==> src/pcq_pkg.sv <==
package pcq_pkg;

	// ----------------------------------------------------------------
	// Register map
	// ----------------------------------------------------------------
	localparam int ADDR_W = 8;
	localparam logic [7:0] OFS_CTRL = 8'h50;
	localparam logic [7:0] OFS_STS = 8'h54;
	localparam logic [7:0] OFS_TOUT = 8'h58;
	localparam logic [7:0] OFS_DATA = 8'h60;

	// ----------------------------------------------------------------
	// Control layout, bits 13:0 of the control word
	// ----------------------------------------------------------------
	typedef struct packed {
		logic [1:0] source_channel_pick;
		logic rsv11;
		logic source_pick_enable;
		logic timeout_en;
		logic dma_mode_en;
		logic rsv7;
		logic [2:0] watermark;
		logic wm_ie;
		logic ovf_ie;
		logic full_ie;
		logic mode_sel;
	} pcq_ctrl_t;

	localparam int CTRL_W = 14;
	localparam logic [13:0] CTRL_WMASK = 14'h377f;
	localparam logic [13:0] CTRL_RST = 14'h0000;

	// ----------------------------------------------------------------
	// Status layout
	// ----------------------------------------------------------------
	localparam int STS_FULL = 0;
	localparam int STS_OVF = 1;
	localparam int STS_WM = 2;
	localparam int STS_TOUT = 3;
	localparam int STS_EMPTY = 4;
	localparam logic [3:0] STS_RST = 4'h0;

	// ----------------------------------------------------------------
	// Queue geometry and fields
	// ----------------------------------------------------------------
	localparam int DEPTH = 8;
	localparam int PTR_W = 3;
	localparam logic [3:0] FILL_FULL = 4'h8;
	localparam logic [1:0] CH_THREE = 2'h3;
	localparam int TOUT_W = 20;
	localparam int LEVEL_BIT = 31;

	typedef struct packed {
		logic level;
		logic [30:0] cycles;
	} pcq_cap_t;

endpackage

==> src/pcq_fifo.sv <==
`timescale 1ns/100ps
// Notes on behaviour
// - Pick enable set: route picked channel
// - Pick enable clear: always feed channel three
// - Hold 20-bit timeout threshold in clocks
// - Three-bit programmable watermark level
// - Set watermark flag when fill exceeds level
// - Overflow enable raises interrupt on overflow
// - Full enable raises interrupt when full
// - Queue works only while mode set
// - Empty flag reads one when empty
// - Overflow flag when entry arrives while full with no pop
// - Full flag records queue reached full
// - Entry top bit carries pulse level
// - Entry low 31 bits carry pulse cycles
module pcq_fifo (
	input wire logic i_clk,
	input wire logic i_rstn,
	input wire logic i_ce,
	input wire logic [7:0] i_addr,
	input wire logic [31:0] i_wdata,
	input wire logic i_wr,
	input wire logic i_rd,
	output logic [31:0] o_rdata,
	input wire logic [3:0] i_cap_valid,
	input wire pcq_pkg::pcq_cap_t [3:0] i_cap,
	output logic o_dma_req,
	output logic o_irq
);

	// ----------------------------------------------------------------
	// Storage and registers
	// ----------------------------------------------------------------
	pcq_pkg::pcq_ctrl_t ctrl_ff;
	logic [19:0] tout_thr_ff;
	logic [3:0] sts_ff;
	logic [3:0] nxt_sts;
	logic [31:0] mem_ff [pcq_pkg::DEPTH];
	logic [2:0] wr_ptr_ff;
	logic [2:0] rd_ptr_ff;
	logic [3:0] fill_ff;
	logic [3:0] nxt_fill;
	logic [19:0] idle_cnt_ff;
	logic [31:0] rdata_ff;
	logic dma_req_ff;
	logic irq_ff;

	logic [1:0] src_idx;
	logic push;
	logic pop;
	logic accept;
	logic overflow;
	logic empty;
	logic wm_hit;
	logic tout_hit;
	logic [3:0] sts_set;
	logic [3:0] sts_clr;
	logic [3:0] irq_mask;

	assign empty = (fill_ff == 4'h0);

	// ----------------------------------------------------------------
	// Source selection and queue handshake
	// ----------------------------------------------------------------
	always_comb begin
		if (ctrl_ff.source_pick_enable) begin
			src_idx = ctrl_ff.source_channel_pick;
		end else begin
			src_idx = pcq_pkg::CH_THREE;
		end
	end

	assign push = ctrl_ff.mode_sel && i_cap_valid[src_idx];
	assign pop = i_rd && (i_addr == pcq_pkg::OFS_DATA) && !empty;
	// A pop in the same cycle frees a slot, so a full queue still takes the entry
	assign accept = push && ((fill_ff != pcq_pkg::FILL_FULL) || pop);
	assign overflow = push && !accept;

	always_comb begin
		nxt_fill = fill_ff;
		if (accept && !pop) begin
			nxt_fill = fill_ff + 4'h1;
		end else if (pop && !accept) begin
			nxt_fill = fill_ff - 4'h1;
		end
	end

	// ----------------------------------------------------------------
	// Queue memory and pointers
	// ----------------------------------------------------------------
	always_ff @(posedge i_clk) begin
		if (i_ce && accept) begin
			mem_ff[wr_ptr_ff] <= i_cap[src_idx];
		end
	end

	// Leaving queue mode drops whatever is queued
	always_ff @(posedge i_clk or negedge i_rstn) begin
		if (!i_rstn) begin
			wr_ptr_ff <= 3'h0;
			rd_ptr_ff <= 3'h0;
			fill_ff <= 4'h0;
		end else if (i_ce) begin
			if (!ctrl_ff.mode_sel) begin
				wr_ptr_ff <= 3'h0;
				rd_ptr_ff <= 3'h0;
				fill_ff <= 4'h0;
			end else begin
				if (accept) begin
					wr_ptr_ff <= wr_ptr_ff + 3'h1;
				end
				if (pop) begin
					rd_ptr_ff <= rd_ptr_ff + 3'h1;
				end
				fill_ff <= nxt_fill;
			end
		end
	end

	// ----------------------------------------------------------------
	// Inactivity timer
	// ----------------------------------------------------------------
	assign tout_hit = ctrl_ff.timeout_en && !empty && (tout_thr_ff != 20'h00000)
		&& (idle_cnt_ff >= tout_thr_ff);

	// Counter saturates at the threshold so a slow reader sees one steady flag
	always_ff @(posedge i_clk or negedge i_rstn) begin
		if (!i_rstn) begin
			idle_cnt_ff <= 20'h00000;
		end else if (i_ce) begin
			if (!ctrl_ff.timeout_en || empty || accept) begin
				idle_cnt_ff <= 20'h00000;
			end else if (idle_cnt_ff < tout_thr_ff) begin
				idle_cnt_ff <= idle_cnt_ff + 20'h00001;
			end
		end
	end

	// ----------------------------------------------------------------
	// Status flags
	// ----------------------------------------------------------------
	assign wm_hit = (fill_ff > {1'b0, ctrl_ff.watermark});

	always_comb begin
		sts_set = 4'h0;
		sts_set[pcq_pkg::STS_FULL] = (fill_ff == pcq_pkg::FILL_FULL);
		sts_set[pcq_pkg::STS_OVF] = overflow;
		sts_set[pcq_pkg::STS_WM] = wm_hit;
		sts_set[pcq_pkg::STS_TOUT] = tout_hit;
		sts_clr = 4'h0;
		if (i_wr && (i_addr == pcq_pkg::OFS_STS)) begin
			sts_clr = i_wdata[3:0];
		end
		// Set wins over a clear that lands in the same cycle
		nxt_sts = (sts_ff & ~sts_clr) | sts_set;
	end

	always_ff @(posedge i_clk or negedge i_rstn) begin
		if (!i_rstn) begin
			sts_ff <= pcq_pkg::STS_RST;
		end else if (i_ce) begin
			sts_ff <= nxt_sts;
		end
	end

	// ----------------------------------------------------------------
	// Interrupt and DMA request
	// ----------------------------------------------------------------
	always_comb begin
		irq_mask = 4'h0;
		irq_mask[pcq_pkg::STS_FULL] = ctrl_ff.full_ie;
		irq_mask[pcq_pkg::STS_OVF] = ctrl_ff.ovf_ie;
		irq_mask[pcq_pkg::STS_WM] = ctrl_ff.wm_ie;
		irq_mask[pcq_pkg::STS_TOUT] = ctrl_ff.timeout_en;
	end

	always_ff @(posedge i_clk or negedge i_rstn) begin
		if (!i_rstn) begin
			irq_ff <= 1'b0;
		end else if (i_ce) begin
			irq_ff <= |(sts_ff & irq_mask);
		end
	end

	// Request follows the fill of the next cycle so a drained queue drops it at once
	always_ff @(posedge i_clk or negedge i_rstn) begin
		if (!i_rstn) begin
			dma_req_ff <= 1'b0;
		end else if (i_ce) begin
			dma_req_ff <= ctrl_ff.dma_mode_en && ctrl_ff.mode_sel
				&& (nxt_fill != 4'h0);
		end
	end

	// ----------------------------------------------------------------
	// Register writes
	// ----------------------------------------------------------------
	always_ff @(posedge i_clk or negedge i_rstn) begin
		if (!i_rstn) begin
			ctrl_ff <= pcq_pkg::pcq_ctrl_t'(pcq_pkg::CTRL_RST);
			tout_thr_ff <= 20'h00000;
		end else if (i_ce && i_wr) begin
			if (i_addr == pcq_pkg::OFS_CTRL) begin
				ctrl_ff <= pcq_pkg::pcq_ctrl_t'(i_wdata[13:0] & pcq_pkg::CTRL_WMASK);
			end
			if (i_addr == pcq_pkg::OFS_TOUT) begin
				tout_thr_ff <= i_wdata[19:0];
			end
		end
	end

	// ----------------------------------------------------------------
	// Register reads
	// ----------------------------------------------------------------
	always_ff @(posedge i_clk or negedge i_rstn) begin
		if (!i_rstn) begin
			rdata_ff <= 32'h00000000;
		end else if (i_ce) begin
			rdata_ff <= 32'h00000000;
			if (i_rd) begin
				case (i_addr)
					pcq_pkg::OFS_CTRL: begin
						rdata_ff <= {18'h00000, ctrl_ff};
					end
					pcq_pkg::OFS_STS: begin
						rdata_ff <= {27'h0000000, empty, sts_ff};
					end
					pcq_pkg::OFS_TOUT: begin
						rdata_ff <= {12'h000, tout_thr_ff};
					end
					pcq_pkg::OFS_DATA: begin
						if (!empty) begin
							rdata_ff <= mem_ff[rd_ptr_ff];
						end
					end
					default: begin
						rdata_ff <= 32'h00000000;
					end
				endcase
			end
		end
	end

	assign o_rdata = rdata_ff;
	assign o_dma_req = dma_req_ff;
	assign o_irq = irq_ff;
endmodule

==> config.mk <==
export PLATFORM = sky130hd
export DESIGN_NAME = pcq_fifo
export DESIGN_NICKNAME = d
export VERILOG_FILES = /design/src/pcq_pkg.sv /design/src/pcq_fifo.sv
export SDC_FILE = /design/constraint.sdc
export NUM_CORES = 1
export LEC_CHECK = 0
export BUFFER_PORTS_ARGS = -buffer_cell sky130_fd_sc_hd__buf_4
export CORE_MARGIN = 2
export CORE_UTILIZATION = 30
export CTS_CLUSTER_DIAMETER = 60
export DETAILED_ROUTE_END_ITERATION = 10
export GPL_TIMING_DRIVEN = 0
export SETUP_SLACK_MARGIN = 0.3
export SLEW_MARGIN = 20
export SYNTH_ARGS = -nofsm -noshare
export SYNTH_HDL_FRONTEND = slang
export SYNTH_SLANG_ARGS = --single-unit
==> constraint.sdc <==
create_clock -name i_clk -period 5.25 [get_ports i_clk]
set_input_delay 0.2625 -clock i_clk [delete_from_list [all_inputs] [get_ports i_clk]]
set_output_delay 0.2625 -clock i_clk [all_outputs]
set_load 0.005 [all_outputs]
* Word-level counts from Yosys, hierarchy flattened
Memories as Yosys holds them, arrays and structs flattened.
Index checks and enable logic that the tools add are counted.
** Word-level totals
- Bits in registers :: 100
- RAM bits :: 256
- Input port bits :: 177
- Output and inout bits :: 34
- Word-level logic and storage cells :: 92
- Memories :: 1
** Operators by class
- Add/subtract/negate cells :: 5
- $lt $le $gt $ge :: 4
- Eq/ne operators :: 8
- Multiplexer cells :: 20
- Bitwise operators :: 4
- Reduce and logical (&&, ||, !) cells :: 32
** Memories
- mem_ff :: words 8, bits a word 32, rd ports 1, clocked after Yosys merged registers in 0, wr ports 1, RTL line pcq_fifo.sv:38 : logic [31:0] mem_ff [pcq_pkg::DEPTH];
** Operator list (count)
- 32-bit one-hot mux with 4 select lines :: 1
- 32-bit two-way mux :: 3
- 32-bit binary-select mux with 2-bit select :: 1
- 20-bit two-way mux :: 2
- 8-bit by 7-bit == test with 1-bit output, second input constant :: 4
- 20-bit by 1-bit adder with 20-bit output, second input constant :: 1
- 20-bit greater-or-equal comparator :: 1
- 20-bit less-than comparator :: 1
- 20-bit nonzero test :: 1
- 4-bit two-way mux :: 4
- 1-bit logical AND :: 15
- 3-bit two-way mux :: 4
- 2-bit AND reduction :: 5
- 4-bit AND :: 2
- 3-bit by 1-bit adder with 3-bit output, second input constant :: 2
- 4-bit by 1-bit adder with 4-bit output, second input constant :: 1
- 4-bit == test, second input constant :: 1
- 4-bit by 3-bit > comparator with 1-bit output :: 1
- 1-bit logical NOT :: 4
- 4-bit logical NOT :: 1
- 2-bit by 1-bit inequality test with 1-bit output, second input constant :: 2
- 4-bit inequality test, second input constant :: 1
- 4-bit inverter :: 1
- 4-bit OR :: 1
- 9 further kinds :: 13

* Longest topological paths before layout
Gate-level depths: netlist (run 1).
- Depth in word-level cells :: 11
- Mapped depth :: 11
- Gate-level depth less buffers :: 9

* Least setup slack after synthesis (run 1)
No wires, ideal clock.
- Path kind :: flip-flop to flip-flop
- From :: register fill_ff[0]
- To :: memory mem_ff[0][0], enable pin
- Setup time :: 0.461 ns
- Arrival :: 4.100 ns
- Data required time :: 4.789 ns
- Path slack :: 0.689 ns
- Cell stages (with the launch flop) :: 9
- Buffers on the path :: 0
- Cells stage by stage :: dfrtp_1 > inv_1 > ha_1 > or3b_4 > and4_4 > a21oi_2 > nor3b_1 > nand2b_1 > nor3_1
** On the way
- Cells in the longest elaborated chain, start to end :: 8
** Ends and longest elaborated chain
- from (decl) :: RTL line pcq_fifo.sv:41 : logic [3:0] fill_ff;
- from (signal assigned) :: RTL line pcq_fifo.sv:115 : fill_ff <= nxt_fill;
- 4-bit logical NOT :: RTL line pcq_fifo.sv:60 : assign empty = (fill_ff == 4'h0);
- 1-bit logical NOT
- 1-bit logical AND :: RTL line pcq_fifo.sv:74 : assign pop = i_rd && (i_addr == pcq_pkg::OFS_DATA) && !empty;
- 1-bit logical OR (*) :: RTL line pcq_fifo.sv:76 : assign accept = push && ((fill_ff != pcq_pkg::FILL_FULL) || pop);
- 1-bit logical AND (*) :: RTL line pcq_fifo.sv:76
- 1-bit logical AND (*) :: RTL line pcq_fifo.sv:92 : if (i_ce && accept) begin
- 1-bit two-way mux (*) :: RTL line pcq_fifo.sv:92
- 1-bit two-way mux (implied by the code) (*) :: RTL line pcq_fifo.sv:93 : mem_ff[wr_ptr_ff] <= i_cap[src_idx];
- to (decl) :: RTL line pcq_fifo.sv:38
Every way passes the cells marked *; elsewhere a longest branch is shown, timed or not.

* Worst setup path after layout (run 1)
- From :: register ctrl_ff[10] in the netlist's numbering
- To :: memory mem_ff[1][20], enable pin
** On the way
- Cells in the longest elaborated chain, start to end :: 8
** Ends and longest elaborated chain
- from (decl) :: RTL line pcq_fifo.sv:34 : pcq_pkg::pcq_ctrl_t ctrl_ff;
- from (signal assigned) :: RTL line pcq_fifo.sv:200 : ctrl_ff <= pcq_pkg::pcq_ctrl_t'(pcq_pkg::CTRL_RST);
- from (signal assigned) :: RTL line pcq_fifo.sv:204 : ctrl_ff <= pcq_pkg::pcq_ctrl_t'(i_wdata[13:0] & pcq_pkg::CTRL_WMASK);
- 2-bit two-way mux :: RTL line pcq_fifo.sv:66 : if (ctrl_ff.source_pick_enable) begin
- 1-bit binary-select mux with 2-bit select :: RTL line pcq_fifo.sv:73 : assign push = ctrl_ff.mode_sel && i_cap_valid[src_idx];
- 1-bit two-way mux (implied by the code) :: RTL line pcq_fifo.sv:73
- 1-bit logical AND :: RTL line pcq_fifo.sv:73
- 1-bit logical AND :: RTL line pcq_fifo.sv:76
- 1-bit logical AND :: RTL line pcq_fifo.sv:92
- 1-bit two-way mux :: RTL line pcq_fifo.sv:92
- 1-bit two-way mux (implied by the code) :: RTL line pcq_fifo.sv:93
No other way between the ends. The select of a mux whose other input is x is not followed.

==> results by group, run 1 <==
Run status
  • Status: finished clean

Final layout
  • P&R area growth vs syn: 26.4%
  • Finished Core Util: 0.384
  • Commonest non-fill, non-tap cells in the layout: edfxtp_1, buf_4, nand2_1, dfrtp_1, inv_1
  • Share of cells above drive strength 1: 0.266
  • Most common cell after layout, fill and taps aside: edfxtp_1
  • Number of inserted diodes: 0
  • # fillers: a little under 5k
  • Nets@finish: 1,641

Yosys
  • Simple-gate share of the synthesized area: 0.0886
  • Area fraction of the dominant cell type after synthesis: 0.482
  • Post-Synthesis Cells: roughly 1.2k
  • Synth Area in Adders: 0.0219
  • Area leader, netlist: edfxtp_1
  • Yosys reg bits: 356
  • XOR/XNOR Fraction of Synth Area: 0.00165
  • Ys Warns: 0
  • Compound-gate portion of the synthesized area: 0.103
  • Distinct cells, synth: between 60 and 70
  • Main flop type after synthesis: edfxtp_1
  • Mean post-synth cell area: 13.8 um2
  • Post-Syn Area: around 16,000 um2
  • Net Count, Synth: ~1.4k
  • Mux share of post-synthesis cell area: 0.112
  • Synth async-reset ratio: 0.281
  • Seq/Total Area, Yosys: 0.638
  • Post-synth EDFFs: between 200 and 300
  • Ranking of synthesized cells by area: edfxtp_1, dfrtp_1, mux4_2, nand2_1, ha_1
  • Combinational family with the most area after synthesis: multiplexers

Hold path
  • Hold WC Path Type: in2reg

Clock tree
  • Clock H-tree levels: 2
  • Clk root buf: clkbuf_16
  • Total CTS buffers: 39
  • Post-CTS Resized: 0
  • Reg clk slew, reported paths: about 60 ps
  • CTS Hold Bufs: 21
  • Buffer depth of the longest clock path: 3
  • Post-CTS Setup Repair Bufs: 0
  • Worst-skew pair later-pin latency: around 550 ps
  • CTS tree: yes
  • Clock Sink Count: 356

Floorplanning
  • DIE WIDTH: ~230 um
  • Starting Density: 0.304
  • Die height: 235 um
  • Core area: 52,600 um2
  • Die area: roughly 55,000 um2
  • Rows: between 80 and 90
  • IO Count: roughly 210

Global routing
  • Total Routing Usage GR: 0.165
  • Largest net degree at the start of global routing: roughly 100
  • GRT overflow: 0
  • First-pass GRT wire length: between 60 and 70 mm
  • Vias in the first global route: approximately 11k
  • Initial antenna violation count: 1

Job
  • Max cap viols: 0

Worst setup path
  • Critical Path RT: roughly 5500 ps
  • Worst Setup Start Kind: flop
  • Max Fanout on Critical Path: 7
  • Critical path class: reg2reg
  • CP Capture Type: flop
  • Arrival time worst endpoint: 4060 ps

Placement
  • Port bufs: between 150 and 200
  • Pre-CTS setup slack: ~1500 ps
  • Placer Congestion: approximately 0.86
  • DP HPWL: between 30 and 40 mm

Timing
  • Skew final: roughly 26 ps
  • Setup TNS: 0 ps
  • Final Hold Violating Endpoints: 0
  • Unrepaired setup endpoints after global routing: false
  • Relative slew slack: 0.265
  • PnR worst setup slack: 1450 ps
  • Slew @ Worst Pin: ~1100 ps
  • Achievable Freq: 263 MHz
  • Final setup fails: 0
  • Pins Over Slew Limit: 0
  • Tmin final: between 3000 and 4000 ps
  • Final Cycle Share: 0.723

Route
  • Vias per cell: 5.14
  • First-pass DRT Iterations: 5
  • Total number of vias: about 11k
  • DRC errors left: 0
  • ANT nets after route: 0
  • WL final: between 40 and 50 mm
  • DR WL/cell: about 21 um
  • Number of DRC markers in iteration 0: 1,016

Power and ir drop
  • Worst vdd ir: just over 0.2 mV
  • Leakage: 0.00755 uW
  • Pwr/cell area: a little over 300 nW/um2
==> cell usage after synthesis, drive strengths merged (12+ instances only) <==
library cell,count
o21ai,38
dfrtp,100
buf,18
clkbuf,52
nand3,17
mux4,64
or4,12
o22ai,35
a31oi,35
ha,28
nand2,156
nor2,19
edfxtp,256
a211oi,33
mux2,14
nor2b,37
a21oi,44
mux2i,18
inv,67
==> path summary, 6_finish.rpt <==
| kind | from | endpoint | slack [ps] | depth (start not counted) |
|---|---|---|---|---|
| min reg2reg | o_rdata[29] | o_rdata[29] | 530 | 2 |
| min in group asynchronous | i_rstn | ctrl_ff[4] | 420 | 2 |
| max | ctrl_ff[10] | mem_ff[1][20] | 1450 | 11 |
| max reg2reg | ctrl_ff[10] | mem_ff[1][20] | 1450 | 11 |
| min | i_wr | ctrl_ff[1] | 170 | 3 |
| max in group asynchronous | i_rstn | idle_cnt_ff[7] | 4230 | 2 |
==> worst max-delay path, stage by stage (launching register included) <==
cell	delay [ps]
dfrtp_1	610
nor3b_1	250
o21a_1	260
or2_1	250
buf_4	160
nor3b_1	580
nand2_1	380
nor3_2	260
buf_4	230
buf_4	220
buf_6	170
buf_6	150
==> cell families (layout without fill, tap and decap cells) <==
kind of cell	after synthesis	in the layout
XOR/XNOR	3	3
AO/OA/AOI/OAI	245	245
adder cells (fa/ha/maj)	28	28
AND/OR/NAND/NOR	291	291
flip-flops	356	356
buffers and inverters	138	447
multiplexers	96	96
==> cell type report <==
type | instances | area (um2) | share of cell area
multi-input combinational | 663 | 5270 | 0.261
inverter | 68 | 255 | 0.0126
clock inverter | 22 | 235 | 0.0117
clock buffer | 49 | 1060 | 0.0524
sequential | 356 | 10200 | 0.505
timing repair buffer | 238 | 2010 | 0.0996
buffer | 70 | 307 | 0.0152
tap | 688 | 861 | 0.0427
==> layer usage <==
layer,global-route usage,share of wire,vias up
met1,0.232,0.45,5542
li1,-,-,4981
met2,0.256,0.45,501
met4,0.0361,0.017,0
met3,0.0431,0.088,57
met5,0,0,-
==> flip-flops by register name, indices dropped and copies added, names as in the netlist <==
| signal | count |
|---|---|
| o_irq | 1 |
| rd_ptr_ff | 3 |
| mem_ff | 256 |
| wr_ptr_ff | 3 |
| ctrl_ff | 12 |
| sts_ff | 4 |
| o_rdata | 32 |
| fill_ff | 4 |
| idle_cnt_ff | 20 |
| o_dma_req | 1 |
| tout_thr_ff | 20 |
==> power breakdown <==
group / total, uW / switching (uW) / internal (uW)
sequential: 3050 / 16.5 / 3040
combinational: 300 / 167 / 133
clock: 2750 / 1160 / 1590
total: 6100 / 1340 / 4760
==> through the flow <==
step	hold slack (ps)	area [um2]	cells	power, uW
floorplan	-33.1	16000	1157	3210
global placement	485	18300	2043	3390
detailed placement	485	18700	2062	3400
CTS	155	20200	2154	6140
global route	163	20200	2154	6300
finish	170	20200	2154	6100
Power figures use the tool's default switching activity.
==> inputs of run 2 (changes only) <==
Settings changed: ABC_AREA set to 1.
Clock period 5.25 ns to 3.8 ns, I/O delays scaled along.
==> run 2 against run 1 <==
Combinational power grew 44%. Wire length is 12% higher. Synthesized area rose by 2.2%. Die area grew 2.2%. Register-to-register slack got worse by 770 ps. Worst hold slack worse by 95 ps. Critical endpoint is now mem_ff[4][11].
==> results by group, run 2 <==
Run status
  • Status: finished clean

Final layout
  • P&R area growth vs syn: 27.0%
  • Nets@finish: about 2.0k
  • Commonest non-fill, non-tap cells in the layout: nor2_1, edfxtp_1, o21ai_0, buf_4, nand2_1
  • Final non-filler cell area: 20,700 um2
  • Max reg flops: around 260
  • Most common cell after layout, fill and taps aside: nor2_1
  • Largest reg by FF count: mem_ff
  • # fillers: between 5k and 6k
  • Finished Core Util: 0.385
  • Share of cells above drive strength 1: 0.188

Global routing
  • Initial antenna violation count: 0
  • Vias in the first global route: 13.0k
  • First-pass GRT wire length: 78.2 mm
  • GRT overflow: 0
  • Largest net degree at the start of global routing: 101
  • Total Routing Usage GR: 0.182

Placement
  • Pre-CTS setup slack: ~750 ps
  • Port bufs: between 150 and 200
  • Placed cell area: between 15,000 and 20,000 um2
  • Placer Congestion: 0.883
  • DP HPWL: 36.8 mm

Yosys
  • Ranking of synthesized cells by area: edfxtp_1, dfrtp_1, nor2_1, o21ai_0, nand2_1
  • Post-Syn Area: roughly 16,000 um2
  • Yosys reg bits: 356
  • Distinct cells, synth: between 40 and 50
  • Main flop type after synthesis: edfxtp_1
  • Ys Warns: 0
  • Post-Synthesis Cells: roughly 1.6k
  • Most common cell in the synthesized netlist: nor2_1
  • Most instantiated cells after synthesis: nor2_1, edfxtp_1, o21ai_0, nand2_1, dfrtp_1
  • Net Count, Synth: around 1.8k
  • Mean post-synth cell area: around 11 um2
  • Seq/Total Area, Yosys: 0.624
  • Area fraction of the dominant cell type after synthesis: 0.471
  • Synth async-reset ratio: 0.281
  • Area leader, netlist: edfxtp_1
  • Post-synth EDFFs: 256

Route
  • DR WL/cell: roughly 20 um
  • DRC errors left: 0
  • WL final: about 52 mm
  • Vias per cell: 5.21
  • ANT nets after route: 0
  • Total number of vias: ~13k
  • First-pass DRT Iterations: 5
  • Number of DRC markers in iteration 0: 1,347

Timing
  • Relative slew slack: 0.264
  • PnR worst setup slack: 688 ps
  • Final Hold Violating Endpoints: 0
  • Tmin final: 3110 ps
  • Pins Over Slew Limit: 0
  • Final setup fails: 0
  • Unrepaired setup endpoints after global routing: false
  • Slew @ Worst Pin: 1100 ps
  • Final Cycle Share: 0.819
  • Achievable Freq: roughly 320 MHz
  • Setup TNS: 0 ps
  • Skew final: 22.9 ps

Power and ir drop
  • Internal Power: ~6700 uW
  • Leakage: 0.00803 uW
  • Pwr/cell area: ~410 nW/um2
  • Clock power share: 0.461
  • NetSw: 1890 uW
  • Sw Ratio: 0.220
  • Worst vdd ir: 0.309 mV
  • Part of the power in registers: 0.489
  • Comb pwr share: 0.050

Worst setup path
  • Critical path class: reg2reg
  • CP Buf/Inv Count: 5
  • Critical Path Max Stage Delay: ~600 ps
  • Logic depth of the worst path, buffers included: 13
  • Worst Setup Start Kind: flop
  • CP Capture Type: flop
  • Top delay family on crit path: simple AND/OR/NAND/NOR gates
  • CP max-delay cell: nor3_4
  • Arrival time worst endpoint: 3380 ps
  • R2r worst-path depth: 13
  • RR Startpoint: ctrl_ff[12]
  • Crit. Startpoint: ctrl_ff[12]
  • Critical Path RT: 4070 ps
  • Reg2Reg Setup Slack: between 600 and 700 ps
  • Worst-path cell chain: inv_1 > nand2_2 > nand2_1 > nand3_2 > a21oi_4 > nand2_4 > inv_1 > nand2_1 > inv_1 > nand2_1 > nor3_4 > buf_8 > buf_6
  • Critical Path End: mem_ff[4][11]
  • Max Fanout on Critical Path: 9
  • Worst R2R End: mem_ff[4][11]

Clock tree
  • Clock Sink Count: between 300 and 400
  • Post-CTS Setup Repair Bufs: 0
  • CTS tree: yes
  • Clock H-tree levels: 2
  • Clk root buf: clkbuf_16
  • Reg clk slew, reported paths: 60 ps
  • Post-CTS Resized: 0
  • Buffer depth of the longest clock path: 3
  • Total CTS buffers: 41
  • Worst-skew pair later-pin latency: 570 ps

Hold path
  • Hold WC Path Type: in2reg

Floorplanning
  • Starting Density: 0.303
  • Core area: roughly 54,000 um2
  • Die height: ~240 um
  • IO Count: ~210
  • DIE WIDTH: 237 um
  • Die area: between 50,000 and 60,000 um2
  • Rows: between 80 and 90

Job
  • Max cap viols: 0
-- run 2: what timing repair did --
action,4_1_cts,5_1_grt
endpoints found under the setup margin,0,0
hold buffers,21,0
endpoints found under the hold margin,128,0
-- run 2: worst min-delay path by stage --
stage                      startpoint              end  slack (ps)  cells after the start
after global routing             i_rd      o_rdata[13]          80                      3
after detailed placement       i_rstn        o_dma_req         400                      1
final                            i_rd      o_rdata[13]          80                      3
after floorplan                i_rstn       ctrl_ff[0]        -110                      0
after global placement    i_wdata[15]  tout_thr_ff[15]         440                      3
after CTS                        i_rd      o_rdata[13]          40                      3
-- run 2: kinds of logic (layout without fill, tap and decap cells) --
group,Yosys count,in the layout,share of synthesized area
AND/OR/NAND/NOR,581,581,0.149
buffers and inverters,180,487,0.0471
other,0,1,0
XOR/XNOR,19,19,0.0102
AO/OA/AOI/OAI,390,390,0.148
adder cells (fa/ha/maj),28,28,0.0215
flip-flops,356,356,0.624
-- run 2: final cells by class --
cell class | instances | area, um2 | area share
flip-flops and latches | 356 | 10200 | 0.492
multi-input cells | 1018 | 5570 | 0.269
repair buffers | 232 | 1970 | 0.0952
clock buffers | 49 | 1090 | 0.0525
well taps | 696 | 871 | 0.0420
plain buffers | 92 | 438 | 0.0211
inverters | 88 | 330 | 0.0159
clock inverters | 26 | 265 | 0.0128
diodes | 1 | 2.50 | 0.000121
-- run 2: metal layers --
metal | GRT usage | wire [um] | vias to the layer above
met5 | 0 | 0 | -
met3 | 0.0416 | 4600 | 98
li1 | - | - | 6113
met2 | 0.285 | 23500 | 612
met4 | 0.0606 | 1390 | 0
met1 | 0.249 | 22600 | 6507
-- run 2: tightest hold or removal path: cells and delay by family --
kind                   cells  cell delay (ps)
buffers and inverters      1              130
and+or+nand+nor            1              170
AOI/OAI and AO/OA          1              100
-- run 2: power groups by stage --
| stage | Clock (uW) | Sequential, uW | Combinational (uW) |
|---|---|---|---|
| floorplan | 0 | 4270 | 152 |
| global placement | 0 | 4270 | 387 |
| detailed placement | 0 | 4280 | 401 |
| CTS | 4020 | 4200 | 420 |
| global route | 4170 | 4200 | 473 |
| finish | 3960 | 4200 | 432 |
-- run 2: per-stage QoR --
| step | power [uW] | cells | hold WS, ps |
|---|---|---|---|
| after global placement | 4660 | 2447 | 441 |
| final | 8590 | 2558 | 75.6 |
| after global routing | 8840 | 2557 | 77.1 |
| after detailed placement | 4680 | 2461 | 398 |
| after floorplan | 4420 | 1554 | -106 |
| after CTS | 8640 | 2557 | 35.3 |
==> inputs of run 3 (changes only) <==
Clock period 3.8 ns to 2.75 ns, I/O delays scaled along.
==> run 3 against run 2 <==
Flip-flop and latch count unchanged. Clock skew decreased by 1.8 ps. Fmax increased by 24%. Via count increased by 0.20%. Sequential share of layout area decreased by 1.4 points. Global-route usage increased by 0.087 points. Worst hold slack got worse by 1.6 ps. Design area increased by 2.9%. First-iteration DRC count increased by 13%. Setup slack got worse by 440 ps. Sequential power increased by 38%. Critical path type unchanged. Largest power group unchanged. Highest routed layer is now met5.
==> results by group, run 3 (synthesis gave the netlist of run 2 again) <==
Global routing
  • Initial antenna violation count: 1
  • First-pass GRT wire length: 78.8 mm
  • Total Routing Usage GR: 0.183
  • Vias in the first global route: 13.2k
  • Largest net degree at the start of global routing: slightly above 100
  • GRT overflow: 0

Worst setup path
  • Top delay family on crit path: buffers and inverters
  • Max Fanout on Critical Path: 10
  • Critical Path RT: 3040 ps
  • CP max-delay cell: o32ai_2
  • Critical Path Max Stage Delay: 630 ps
  • Worst-path cell chain: nand2_8 > buf_12 > buf_2 > buf_1 > nor2_1 > o32ai_2
  • Worst Setup Start Kind: flop
  • CP Buf/Inv Count: 3
  • Critical path class: reg2reg
  • CP Capture Type: flop
  • Reg2Reg Setup Slack: 240 ps
  • Arrival time worst endpoint: around 2800 ps

Timing
  • Pins Over Slew Limit: 0
  • Unrepaired setup endpoints after global routing: true
  • Relative slew slack: 0.237
  • Final setup fails: 0
  • Hold Slack: approximately 74 ps
  • Final Cycle Share: 0.911
  • Final Hold Violating Endpoints: 0
  • Tmin final: roughly 2500 ps
  • Slew @ Worst Pin: 1140 ps
  • Skew final: 21.1 ps
  • Achievable Freq: about 400 MHz

Route
  • Vias per cell: between 5 and 6
  • Number of DRC markers in iteration 0: about 1.5k
  • Total number of vias: 13.4k
  • DRC errors left: 0
  • WL met1: around 23 mm
  • DR WL/cell: between 20 and 25 um
  • First-pass DRT Iterations: 6
  • WL final: between 50 and 60 mm
  • Met2 wire len: ~24 mm
  • Max layer used: met5
  • Met3 wire len: 4.13 mm
  • ANT nets after route: 0

Placement
  • Placed cell area: roughly 19,000 um2
  • DP HPWL: roughly 37 mm
  • Port bufs: roughly 200
  • Placer Congestion: 0.894

Floorplanning
  • Rows: 85
  • Core area: between 50,000 and 60,000 um2
  • DIE WIDTH: roughly 240 um
  • Die height: roughly 240 um
  • IO Count: 211
  • Die area: approximately 56,000 um2
  • Starting Density: 0.303

Clock tree
  • Total CTS buffers: 41
  • Worst-skew pair later-pin latency: 570 ps
  • CTS tree: yes
  • Reg clk slew, reported paths: about 60 ps
  • Clock Sink Count: 356
  • Clk root buf: clkbuf_16
  • Clock H-tree levels: 2
  • Buffer depth of the longest clock path: 3

Final layout
  • Nets@finish: between 2k and 2.5k
  • Final non-filler cell area: around 21,000 um2
  • P&R area growth vs syn: 30.7%
  • Commonest non-fill, non-tap cells in the layout: nor2_1, edfxtp_1, buf_4, o21ai_0, nand2_1
  • Largest reg by FF count: mem_ff
  • Number of inserted diodes: 0
  • Most common cell after layout, fill and taps aside: nor2_1
  • Max reg flops: 256
  • Share of cells above drive strength 1: 0.220

Power and ir drop
  • Leakage: between 0.008 and 0.009 uW
  • Pwr Total: between 10,000 and 15,000 uW
  • Worst vdd ir: around 0.41 mV
  • Pwr/cell area: approximately 540 nW/um2

Job
  • Max cap viols: 0

Run status
  • Status: finished clean

Hold path
  • Hold WC Path Type: in2reg
[run 3: cell count changes in the layout (fill, tap and decap cells not counted), sizes merged]
| cell | previous run | this run |
|---|---|---|
| bufinv | 4 | 1 |
| clkbuf | 107 | 112 |
| clkinvlp | 3 | 2 |
| buf | 245 | 277 |
| clkinv | 17 | 12 |
| diode | 1 | 0 |
| dlygate4sd3 | 21 | 22 |
[run 3: through the flow]
| stage | instances | setup slack (ps) | util | setup TNS, ps |
|---|---|---|---|---|
| after floorplan | 1554 | 173 | - | 0 |
| after global placement | 2447 | -1020 | 0.348 | -261180 |
| after detailed placement | 2463 | -297 | 0.355 | -20640 |
| after CTS | 2565 | 94.0 | 0.388 | 0 |
| after global routing | 2586 | 62.1 | 0.396 | 0 |
| final | 2586 | 244 | 0.396 | 0 |
[run 3: final cells by class]
class	count	area [um2]
Inverter	88	333
Multi-Input combinational cell	1018	5840
Tap cell	696	871
Clock buffer	52	1100
Clock inverter	17	149
Fill cell	5159	32500
Sequential cell	356	10200
Buffer	92	455
Timing Repair Buffer	267	2390
[run 3: what timing repair did]
| action | CTS | global route |
|---|---|---|
| buffers inserted | 11 | 21 |
| hold buffers | 22 | 0 |
| gates resized for setup | 28 | 49 |
| setup endpoints to repair | 485 | 344 |
| endpoints found under the hold margin | 136 | 0 |
| pin swaps | 7 | 9 |
[run 3: power by group]
group | internal (uW) | leakage [uW] | switching [uW] | total [uW]
clock network | 2930 | 0.000602 | 2210 | 5140
registers | 5790 | 0.00364 | 14.2 | 5800
logic | 277 | 0.00405 | 359 | 636
total | 9000 | 0.00830 | 2580 | 11600
[run 3: final timing paths]
| path | start | to | cells after the start |
|---|---|---|---|
| worst max-delay path | ctrl_ff[10] | mem_ff[6][19] | 6 |
| worst min-delay path | i_wr | sts_ff[0] | 4 |
| worst max register to register | ctrl_ff[10] | mem_ff[6][19] | 6 |
| worst min register to register | o_rdata[2] | o_rdata[2] | 2 |
| max in group asynchronous | i_rstn | ctrl_ff[10] | 2 |
| min in group asynchronous | i_rstn | rd_ptr_ff[1] | 2 |
[run 3: per-layer routing]
metal | GRT usage | up-vias
met1 | 0.251 | 6487
met5 | 0 | -
li1 | - | 6180
met4 | 0.0566 | 2
met2 | 0.291 | 611
met3 | 0.0350 | 77
[run 3: worst register-to-register path, cell delays in order, from the launching register on]
cell	delay [ps]
dfrtp_2	500
nand2_8	110
buf_12	120
buf_2	220
buf_1	470
nor2_1	190
o32ai_2	630
